### config.mk
export PLATFORM = sky130hd
export DESIGN_NAME = gp_timer_unit
export DESIGN_NICKNAME = d
export VERILOG_FILES = /design/src/design/gp_timer_pkg.sv /design/src/design/edge_sync.sv /design/src/design/gp_timer_unit.sv
export VERILOG_INCLUDE_DIRS = /design/src /design/src/design
export SDC_FILE = /design/constraint.sdc
export NUM_CORES = 1
export LEC_CHECK = 0
export BUFFER_PORTS_ARGS = -buffer_cell sky130_fd_sc_hd__clkbuf_2
export CAP_MARGIN = 20
export CORE_MARGIN = 5
export CORE_UTILIZATION = 35
export DETAILED_ROUTE_END_ITERATION = 7
export GPL_ROUTABILITY_DRIVEN = 1
export HOLD_SLACK_MARGIN = 0.08
export PLACE_DENSITY = 0.55
export SLEW_MARGIN = 20
export SYNTH_ARGS = -nofsm -noshare
export SYNTH_HDL_FRONTEND = slang
export SYNTH_SLANG_ARGS = --single-unit
### constraint.sdc
create_clock -name clk -period 5.1 [get_ports clk]
set_input_delay 0.255 -clock clk [delete_from_list [all_inputs] [get_ports clk]]
set_output_delay 0.255 -clock clk [all_outputs]
set_load 0.005 [all_outputs]
### src/design/gp_timer_map.svh
// Constants of the general-purpose timer unit
`ifndef GP_TIMER_MAP_SVH
`define GP_TIMER_MAP_SVH
`define GPT_CFG_32_PERIODIC 3'h0
`define GPT_CFG_32_CLOCK 3'h1
`define GPT_MODE_ONE_SHOT 2'h1
`define GPT_MODE_PERIODIC 2'h2
`define GPT_HALF_RESET 16'hFFFF
`define GPT_PRESCALE_RESET 8'h00
`define GPT_CLOCK_MODE_START 32'h0000_0001
`define GPT_MATCH_RESET 32'hFFFF_FFFF
`define GPT_RTC_IN_HZ 32768
`define GPT_RTC_OUT_HZ 1
`define GPT_RTC_DIVIDE (`GPT_RTC_IN_HZ / `GPT_RTC_OUT_HZ)
`endif

### src/design/gp_timer_pkg.sv
// Types of the general-purpose timer unit
package gp_timer_pkg;
    typedef struct packed {
        logic low_enable_bit;
        logic low_debug_stall_bit;
        logic high_debug_stall_bit;
        logic low_adc_trigger_enable;
        logic clock_mode_enable_bit;
    } timer_control_t;

    typedef struct packed {
        logic clock_match_raw_flag;
        logic timeout_raw_flag;
    } irq_flags_t;

    typedef enum logic [2:0] {
        ST_IDLE = 3'b001,
        ST_DOWN = 3'b010,
        ST_CLOCK = 3'b100
    } run_state_t;
endpackage

### src/design/edge_sync.sv
// Three-stage synchroniser with rising-edge pulse for the capture/compare pin
module edge_sync (
    // Clock and reset
    input wire logic clk,
    input wire logic arst_n,
    // Pin and event
    input wire logic pin,
    output logic rise
);
    logic s1;
    logic s2;
    logic s3;
    logic rise_lvl;

    always_ff @(posedge clk or negedge arst_n) begin
        if (!arst_n) begin
            s1 <= 1'b0;
            s2 <= 1'b0;
            s3 <= 1'b0;
        end else begin
            s1 <= pin;
            s2 <= s1;
            s3 <= s2;
        end
    end

    // A new level counts once stages two and three agree
    always_ff @(posedge clk or negedge arst_n) begin
        if (!arst_n) begin
            rise <= 1'b0;
        end else begin
            rise <= s2 & s3 & ~rise_lvl;
        end
    end

    always_ff @(posedge clk or negedge arst_n) begin
        if (!arst_n) begin
            rise_lvl <= 1'b0;
        end else if (s2 == s3) begin
            rise_lvl <= s3;
        end
    end
endmodule // edge_sync

### src/design/gp_timer_unit.sv
// General-purpose timer unit in its 32-bit modes
`include "gp_timer_map.svh"

module gp_timer_unit
    import gp_timer_pkg::*;
#(
    parameter int RTC_DIVIDE = `GPT_RTC_DIVIDE
) (
    // Clock and reset
    input wire logic clk,
    input wire logic arst_n,
    // Configuration
    input wire logic [2:0] timer_config_reg,
    input wire logic [1:0] low_mode_field,
    input wire logic [1:0] high_mode_field,
    // Control writes
    input wire logic ctl_write,
    input wire timer_control_t ctl_wdata,
    // Interval load and match writes
    input wire logic load_write,
    input wire logic [31:0] load_wdata,
    input wire logic match_write,
    input wire logic [31:0] match_wdata,
    // Prescale writes
    input wire logic low_prescale_write,
    input wire logic high_prescale_write,
    input wire logic [7:0] prescale_wdata,
    // Interrupt mask and clear
    input wire irq_flags_t irq_mask_reg,
    input wire irq_flags_t irq_clear_reg,
    // Debug halt and trigger chain
    input wire logic debug_halt,
    input wire logic adc_trigger_in,
    // Capture/compare pin
    input wire logic capture_compare_pin,
    // Status
    output timer_control_t timer_control_reg,
    output logic [31:0] low_count_value,
    output logic [31:0] load_value,
    output logic [31:0] match_value,
    output logic [7:0] low_prescale_reg,
    output logic [7:0] high_prescale_reg,
    output irq_flags_t raw_irq_status_reg,
    output irq_flags_t masked_irq_status_reg,
    output logic timer_irq,
    output logic adc_trigger_out
);
    // A divider below two could never space the ticks apart from the pin edges
    if (RTC_DIVIDE < 2) begin : g_divide_check
        $error("RTC_DIVIDE must be at least 2");
    end

    localparam int DW = $clog2(RTC_DIVIDE);

    logic [15:0] low_half;
    logic [15:0] high_half;
    logic [15:0] low_interval_load;
    logic [15:0] high_interval_load;
    logic [31:0] low_match_reg;
    logic [DW-1:0] divider;
    logic clock_seeded;
    logic pin_rise;
    logic second_tick;
    logic zero_hit;
    logic clock_hit;
    logic count_go;
    logic joined_down;
    logic joined_clock;
    logic pending_reload;
    run_state_t state;
    run_state_t next_state;

    function automatic logic [31:0] join_halves(input logic [15:0] hi, input logic [15:0] lo);
        join_halves = {hi, lo};
    endfunction

    wire [31:0] joined_count = join_halves(high_half, low_half);
    wire [31:0] joined_load = join_halves(high_interval_load, low_interval_load);

    edge_sync u_pin_sync (
        .clk(clk),
        .arst_n(arst_n),
        .pin(capture_compare_pin),
        .rise(pin_rise)
    );

    // Mode decode and the events that the counter reacts to
    always_comb begin
        joined_down = (timer_config_reg == `GPT_CFG_32_PERIODIC);
        joined_clock = (timer_config_reg == `GPT_CFG_32_CLOCK);
        count_go = timer_control_reg.low_enable_bit &
            (!debug_halt || !timer_control_reg.low_debug_stall_bit ||
             timer_control_reg.clock_mode_enable_bit);
        zero_hit = (state == ST_DOWN) && count_go && !pending_reload && (joined_count == 32'h0000_0000);
        clock_hit = (state == ST_CLOCK) && second_tick && (joined_count == low_match_reg);
    end

    // Divide the 32.768 kHz edges down to a one-second tick
    always_ff @(posedge clk or negedge arst_n) begin
        if (!arst_n) begin
            divider <= '0;
            second_tick <= 1'b0;
        end else begin
            second_tick <= 1'b0;
            if (!joined_clock || !timer_control_reg.low_enable_bit) begin
                divider <= '0;
            end else if (pin_rise) begin
                if (divider == DW'(RTC_DIVIDE - 1)) begin
                    divider <= '0;
                    second_tick <= 1'b1;
                end else begin
                    divider <= divider + DW'(1);
                end
            end
        end
    end

    // Leaving the selected mode or clearing enable always returns to idle
    always_comb begin
        case (state)
            ST_IDLE: begin
                if (joined_down && timer_control_reg.low_enable_bit) begin
                    next_state = ST_DOWN;
                end else if (joined_clock && timer_control_reg.low_enable_bit) begin
                    next_state = ST_CLOCK;
                end else begin
                    next_state = ST_IDLE;
                end
            end
            ST_DOWN: begin
                if (!joined_down || !timer_control_reg.low_enable_bit) begin
                    next_state = ST_IDLE;
                end else begin
                    next_state = ST_DOWN;
                end
            end
            ST_CLOCK: begin
                if (!joined_clock || !timer_control_reg.low_enable_bit) begin
                    next_state = ST_IDLE;
                end else begin
                    next_state = ST_CLOCK;
                end
            end
            default: next_state = ST_IDLE;
        endcase
    end

    // State follows enable one cycle later, so counting starts on the next edge
    always_ff @(posedge clk or negedge arst_n) begin
        if (!arst_n) begin
            state <= ST_IDLE;
        end else begin
            state <= next_state;
        end
    end

    // Control register: software writes, one-shot expiry clears enable
    always_ff @(posedge clk or negedge arst_n) begin
        if (!arst_n) begin
            timer_control_reg <= '0;
        end else if (zero_hit && low_mode_field == `GPT_MODE_ONE_SHOT) begin
            timer_control_reg.low_enable_bit <= 1'b0;
        end else if (ctl_write) begin
            timer_control_reg <= ctl_wdata;
        end
    end

    // Interval load registers
    always_ff @(posedge clk or negedge arst_n) begin
        if (!arst_n) begin
            low_interval_load <= `GPT_HALF_RESET;
            high_interval_load <= `GPT_HALF_RESET;
        end else if (load_write) begin
            high_interval_load <= load_wdata[31:16];
            low_interval_load <= load_wdata[15:0];
        end
    end

    // Match value of clock mode
    always_ff @(posedge clk or negedge arst_n) begin
        if (!arst_n) begin
            low_match_reg <= `GPT_MATCH_RESET;
        end else if (match_write) begin
            low_match_reg <= match_wdata;
        end
    end

    // Prescale values are only kept: the 32-bit modes do not divide by them
    always_ff @(posedge clk or negedge arst_n) begin
        if (!arst_n) begin
            low_prescale_reg <= `GPT_PRESCALE_RESET;
            high_prescale_reg <= `GPT_PRESCALE_RESET;
        end else begin
            if (low_prescale_write) begin
                low_prescale_reg <= prescale_wdata;
            end
            if (high_prescale_write) begin
                high_prescale_reg <= prescale_wdata;
            end
        end
    end

    // A load rewrite while counting down is applied one cycle later
    always_ff @(posedge clk or negedge arst_n) begin
        if (!arst_n) begin
            pending_reload <= 1'b0;
        end else begin
            pending_reload <= load_write && state == ST_DOWN;
        end
    end

    // Seeding happens once each time clock mode is selected
    always_ff @(posedge clk or negedge arst_n) begin
        if (!arst_n) begin
            clock_seeded <= 1'b0;
        end else if (!joined_clock) begin
            clock_seeded <= 1'b0;
        end else begin
            clock_seeded <= 1'b1;
        end
    end

    // The joined 32-bit counter
    always_ff @(posedge clk or negedge arst_n) begin
        if (!arst_n) begin
            {high_half, low_half} <= {`GPT_HALF_RESET, `GPT_HALF_RESET};
        end else if (joined_clock && !clock_seeded) begin
            {high_half, low_half} <= `GPT_CLOCK_MODE_START;
        end else if (joined_clock && match_write && !timer_control_reg.low_enable_bit) begin
            {high_half, low_half} <= match_wdata;
        end else if (pending_reload) begin
            {high_half, low_half} <= joined_load;
        end else if (state == ST_IDLE && joined_down && !timer_control_reg.low_enable_bit && load_write) begin
            {high_half, low_half} <= load_wdata;
        end else if (zero_hit) begin
            {high_half, low_half} <= joined_load;
        end else if (state == ST_DOWN && count_go) begin
            {high_half, low_half} <= joined_count - 32'h0000_0001;
        end else if (clock_hit) begin
            {high_half, low_half} <= 32'h0000_0000;
        end else if (state == ST_CLOCK && second_tick) begin
            {high_half, low_half} <= joined_count + 32'h0000_0001;
        end
    end

    // Sticky flags: an event in the clear cycle wins
    always_ff @(posedge clk or negedge arst_n) begin
        if (!arst_n) begin
            raw_irq_status_reg <= '0;
        end else begin
            raw_irq_status_reg.timeout_raw_flag <= zero_hit ||
                (raw_irq_status_reg.timeout_raw_flag && !irq_clear_reg.timeout_raw_flag);
            raw_irq_status_reg.clock_match_raw_flag <= clock_hit ||
                (raw_irq_status_reg.clock_match_raw_flag && !irq_clear_reg.clock_match_raw_flag);
        end
    end

    irq_flags_t next_raw;
    always_comb begin
        next_raw.timeout_raw_flag = zero_hit ||
            (raw_irq_status_reg.timeout_raw_flag && !irq_clear_reg.timeout_raw_flag);
        next_raw.clock_match_raw_flag = clock_hit ||
            (raw_irq_status_reg.clock_match_raw_flag && !irq_clear_reg.clock_match_raw_flag);
    end

    // Masked flags follow the raw flags in the same cycle
    always_ff @(posedge clk or negedge arst_n) begin
        if (!arst_n) begin
            masked_irq_status_reg <= '0;
        end else begin
            masked_irq_status_reg <= next_raw & irq_mask_reg;
        end
    end

    // Interrupt line stays high while any unmasked flag stands
    always_ff @(posedge clk or negedge arst_n) begin
        if (!arst_n) begin
            timer_irq <= 1'b0;
        end else begin
            timer_irq <= |(next_raw & irq_mask_reg);
        end
    end

    // Trigger of the other units is ORed with the own timeout pulse
    always_ff @(posedge clk or negedge arst_n) begin
        if (!arst_n) begin
            adc_trigger_out <= 1'b0;
        end else begin
            adc_trigger_out <= adc_trigger_in |
                (zero_hit & timer_control_reg.low_adc_trigger_enable);
        end
    end

    // Count read joins both halves, one cycle behind the counter
    always_ff @(posedge clk or negedge arst_n) begin
        if (!arst_n) begin
            low_count_value <= {`GPT_HALF_RESET, `GPT_HALF_RESET};
        end else begin
            low_count_value <= join_halves(high_half, low_half);
        end
    end

    // Joined load as software reads it back
    always_ff @(posedge clk or negedge arst_n) begin
        if (!arst_n) begin
            load_value <= {`GPT_HALF_RESET, `GPT_HALF_RESET};
        end else begin
            load_value <= joined_load;
        end
    end

    // Copy of the match register for software
    always_ff @(posedge clk or negedge arst_n) begin
        if (!arst_n) begin
            match_value <= `GPT_MATCH_RESET;
        end else begin
            match_value <= low_match_reg;
        end
    end
endmodule // gp_timer_unit

==> results by group <==
Run status
  – Run status: completed

Timing
  – Final hold vios: 0
  – FMAX: 0.2816 GHz
  – Fin Hold WS: roughly 140 ps
  – Least-Margin Pin Slew: between 1000 and 1500 ps
  – RSZ-0062 raised after global routing: no
  – Slew Limit Fails: 0
  – Setup TNS: 0 ps
  – Tmin final: approximately 3600 ps
  – Crit share post-route: 0.6964
  – Post-route setup slack: between 1500 and 2000 ps
  – Clk_skew: around 14 ps
  – Final setup viols: 0
  – Max_slew headroom: 0.1983

Synth
  – Simple-gate share of the synthesized area: 0.1466
  – Adder-cell share of the synthesized area: 0.004361
  – Post-Syn Instances: 1020
  – Yosys cell types: 78
  – Compound-Gate Fraction of Synth Area: 0.1366
  – Post-synthesis mux area share: 0.08133
  – Largest family of logic cells by synthesized area: simple AND/OR/NAND/NOR gates
  – Post-synthesis sequential area ratio: 0.5553
  – Most used DFF post-synth: dfstp_2
  – Async SR Flop Fraction: 1.000
  – Xor/xnor share of the synthesized area: 0.04350
  – Post-synthesis register bit count: 245
  – Yosys warnings: 0
  – Post-synth EDFFs: 0
  – Syn Std Cell Area: 11480 sq um
  – Syn Area/Cell: approximately 11 sq um
  – Syn_nets: around 1100

Critical path
  – CP required: approximately 5500 ps
  – Worst Path Arrival: 3990 ps
  – Reg2reg end: low_half[1]
  – CP top delay family: simple AND/OR/NAND/NOR gates
  – Slowest stage cell, crit path: nor4bb_1
  – Instance count on the critical path: 7
  – CP bufs+invs: 0
  – R2R setup slack: between 1500 and 2000 ps
  – Max incr delay on CP: between 1000 and 1500 ps
  – CP Class: reg2reg
  – CP Max Fanout: 9
  – Worst r2r src: state[2]
  – Reg2Reg Depth: 7
  – Critical path capture point type: register
  – Crit-path cells: nor4bb_1 > nand3_1 > nor4b_1 > nand4_1 > and2_1 > a211oi_1 > o21ai_0
  – Worst Setup Start Kind: register

Drt
  – Via count: between 9000 and 10000
  – WL/cell: around 22 microns
  – Starting DRC count in detailed routing: ~960
  – Total iterations of the first detailed-routing run: 6
  – Remaining DRCs: 0
  – Post-Route WL: between 30 and 40 mm
  – Final ANT Viol Nets: 0
  – Via density: ~5.4

Min path
  – Min-Delay Path Class: in2reg
  – Worst hold endpoint: high_prescale_reg[6]
  – HP Start: high_prescale_write
  – Hold depth: 2

Global routing
  – GRT Total Usage: 0.2035
  – Largest net degree at the start of global routing: 136
  – Gr ovfl total: 0
  – Global-route wire length before repair: a little under 60 mm
  – Initial antenna violation count: 0
  – Vias in the first global route: about 9500

Layout
  – Design Area, Final: 14840 sq um
  – Antenna cells: 0
  – Area of the multi-input gates: about 4700 sq um
  – Layout cells sized above 1: 0.4367
  – Synth-to-Final Area Change: 29.34%
  – Final core utilization: 0.4574
  – Fillers: 3036
  – Nets: 1404
  – Flip-flop and latch area: 6372 sq um

CTS
  – Clock slew at reported path FFs: 70 ps
  – Clock tree buffer depth: 3
  – TritonCTS clock tree: yes
  – Clock Latency Late Sink: about 540 ps
  – CTS H-tree lvls: 1
  – Cts bufs inserted: 27
  – Clk sinks: ~250
  – # Post-CTS Setup Buffers: 0
  – CTS root buffer: clkbuf_16

Power and ir drop
  – PD cells: between 300 and 400 nW/um^2
  – Pleak: between 0.005 and 0.006 uW
  – Max IR drop VDD: around 0.25 mV

Die
  – Total core area: 32450 sq um
  – Die width: 191.1 microns
  – Die area: between 30000 and 40000 sq um
  – I/O pin total: ~220
  – Num rows: between 60 and 70
  – Starting density of the core: 0.3536
  – Die height: approximately 190 microns

Place
  – Pre-CTS setup slack: about 1700 ps
  – GP Congestion: about 0.9
  – Placed Instance Area: 12990 sq um
  – Number of I/O port buffers: around 220
  – Final HPWL DP: between 20 and 30 mm

Run
  – Max-cap viol count: 0
worst reg2reg max path: cells and delay by family (launching register included):
kind / cells / cell delay (ps)
AOI/OAI and AO/OA: 2 / 370
and+or+nand+nor: 5 / 2590
DFF: 1 / 510
per-stage QoR:
stage	total power, uW	cells
final	5208	1761
after global routing	5439	1761
after CTS	5268	1761
after detailed placement	3099	1625
after global placement	3091	1625
after floorplan	2751	1020
what timing repair did:
item | CTS | global route
hold endpoints to repair | 121 | 0
gates resized for setup | 0 | 0
hold buffers | 90 | 0
synthesized netlist by cell type (7+ instances only):
cell type | n | area, sq um
and3_1 | 14 | 87.58
a221o_1 | 9 | 90.09
dfstp_2 | 193 | 5071
xnor2_1 | 44 | 385.4
a31oi_1 | 8 | 50.05
clkbuf_1 | 62 | 232.7
nor4_1 | 13 | 81.33
nand3_1 | 42 | 210.2
a22oi_1 | 7 | 52.55
o221ai_1 | 11 | 96.34
nor2_1 | 59 | 221.5
nand2_1 | 66 | 247.7
a221oi_1 | 8 | 70.07
nand4_1 | 23 | 143.9
mux2_2 | 82 | 923.4
a21oi_1 | 50 | 250.2
o211ai_1 | 11 | 82.58
nor3_1 | 26 | 130.1
and2_1 | 10 | 62.56
o21ai_0 | 37 | 185.2
inv_1 | 20 | 75.07
dfrtp_1 | 52 | 1301
or3_1 | 12 | 75.07
xor2_1 | 13 | 113.9
nand2b_1 | 8 | 50.05
power breakdown:
part	switching, uW	total [uW]	leakage, uW	internal [uW]
Sequential	190	2430	0.00269	2240
Combinational	360	695	0.00284	335
Clock	784	2080	0.000476	1300
Total	1330	5210	0.00600	3870
layer usage:
layer,up-vias,share of wire,global-route usage
li1,4320,-,-
met1,4621,0.44,0.2891
met2,426,0.45,0.3222
met3,60,0.081,0.03908
met4,0,0.026,0.05083
met5,-,0,0
cells in the final DEF, fill, tap and decap left out, drive strengths merged, types with 6 or more instances in the layout:
master,count
or4,7
a22oi,7
and3,14
a32oi,6
clkinv,6
nor4,16
buf,19
nand4,23
and2,10
o211ai,11
mux2,82
dfstp,193
clkbuf,251
a31oi,8
a221oi,8
a21oi,50
xor2,13
or3,12
xnor2,44
nand2,67
dfrtp,52
nor2,59
dlygate4sd3,90
o21ai,40
o221ai,11
nand2b,8
o31ai,6
inv,21
a211o,6
a221o,9
o22ai,6
a211oi,6
nand3,42
nor3,27
worst max-delay path by stage:
| stage | slack (ps) | start | to |
|---|---|---|---|
| 2_1_floorplan | 2430 | low_half[0] | low_half[6] |
| 3_3_place_gp | 1740 | low_half[0] | timer_control_reg[3] |
| 3_5_place_dp | 1720 | low_half[4] | low_half[1] |
| 4_1_cts | 1680 | state[2] | low_half[1] |
| 5_1_grt | 1360 | state[2] | low_half[1] |
| 6_report | 1550 | state[2] | low_half[1] |
cells by family (layout without fill, tap and decap cells):
logic type,count (synthesis),after routing
AO/OA/AOI/OAI,223,223
XOR/XNOR,57,57
adder cells (fa/ha/maj),4,4
buffers and inverters,93,392
flip-flops,245,245
multiplexers,83,83
AND/OR/NAND/NOR,315,315
cell type report:
class | instances | share of cell area
sequential | 245 | 0.4293
multi-input combinational | 682 | 0.3192
timing repair buffer | 326 | 0.1448
clock buffer | 34 | 0.05134
tap | 442 | 0.03726
clock inverter | 12 | 0.01298
inverter | 20 | 0.005058
Power figures use the tool's default switching activity.
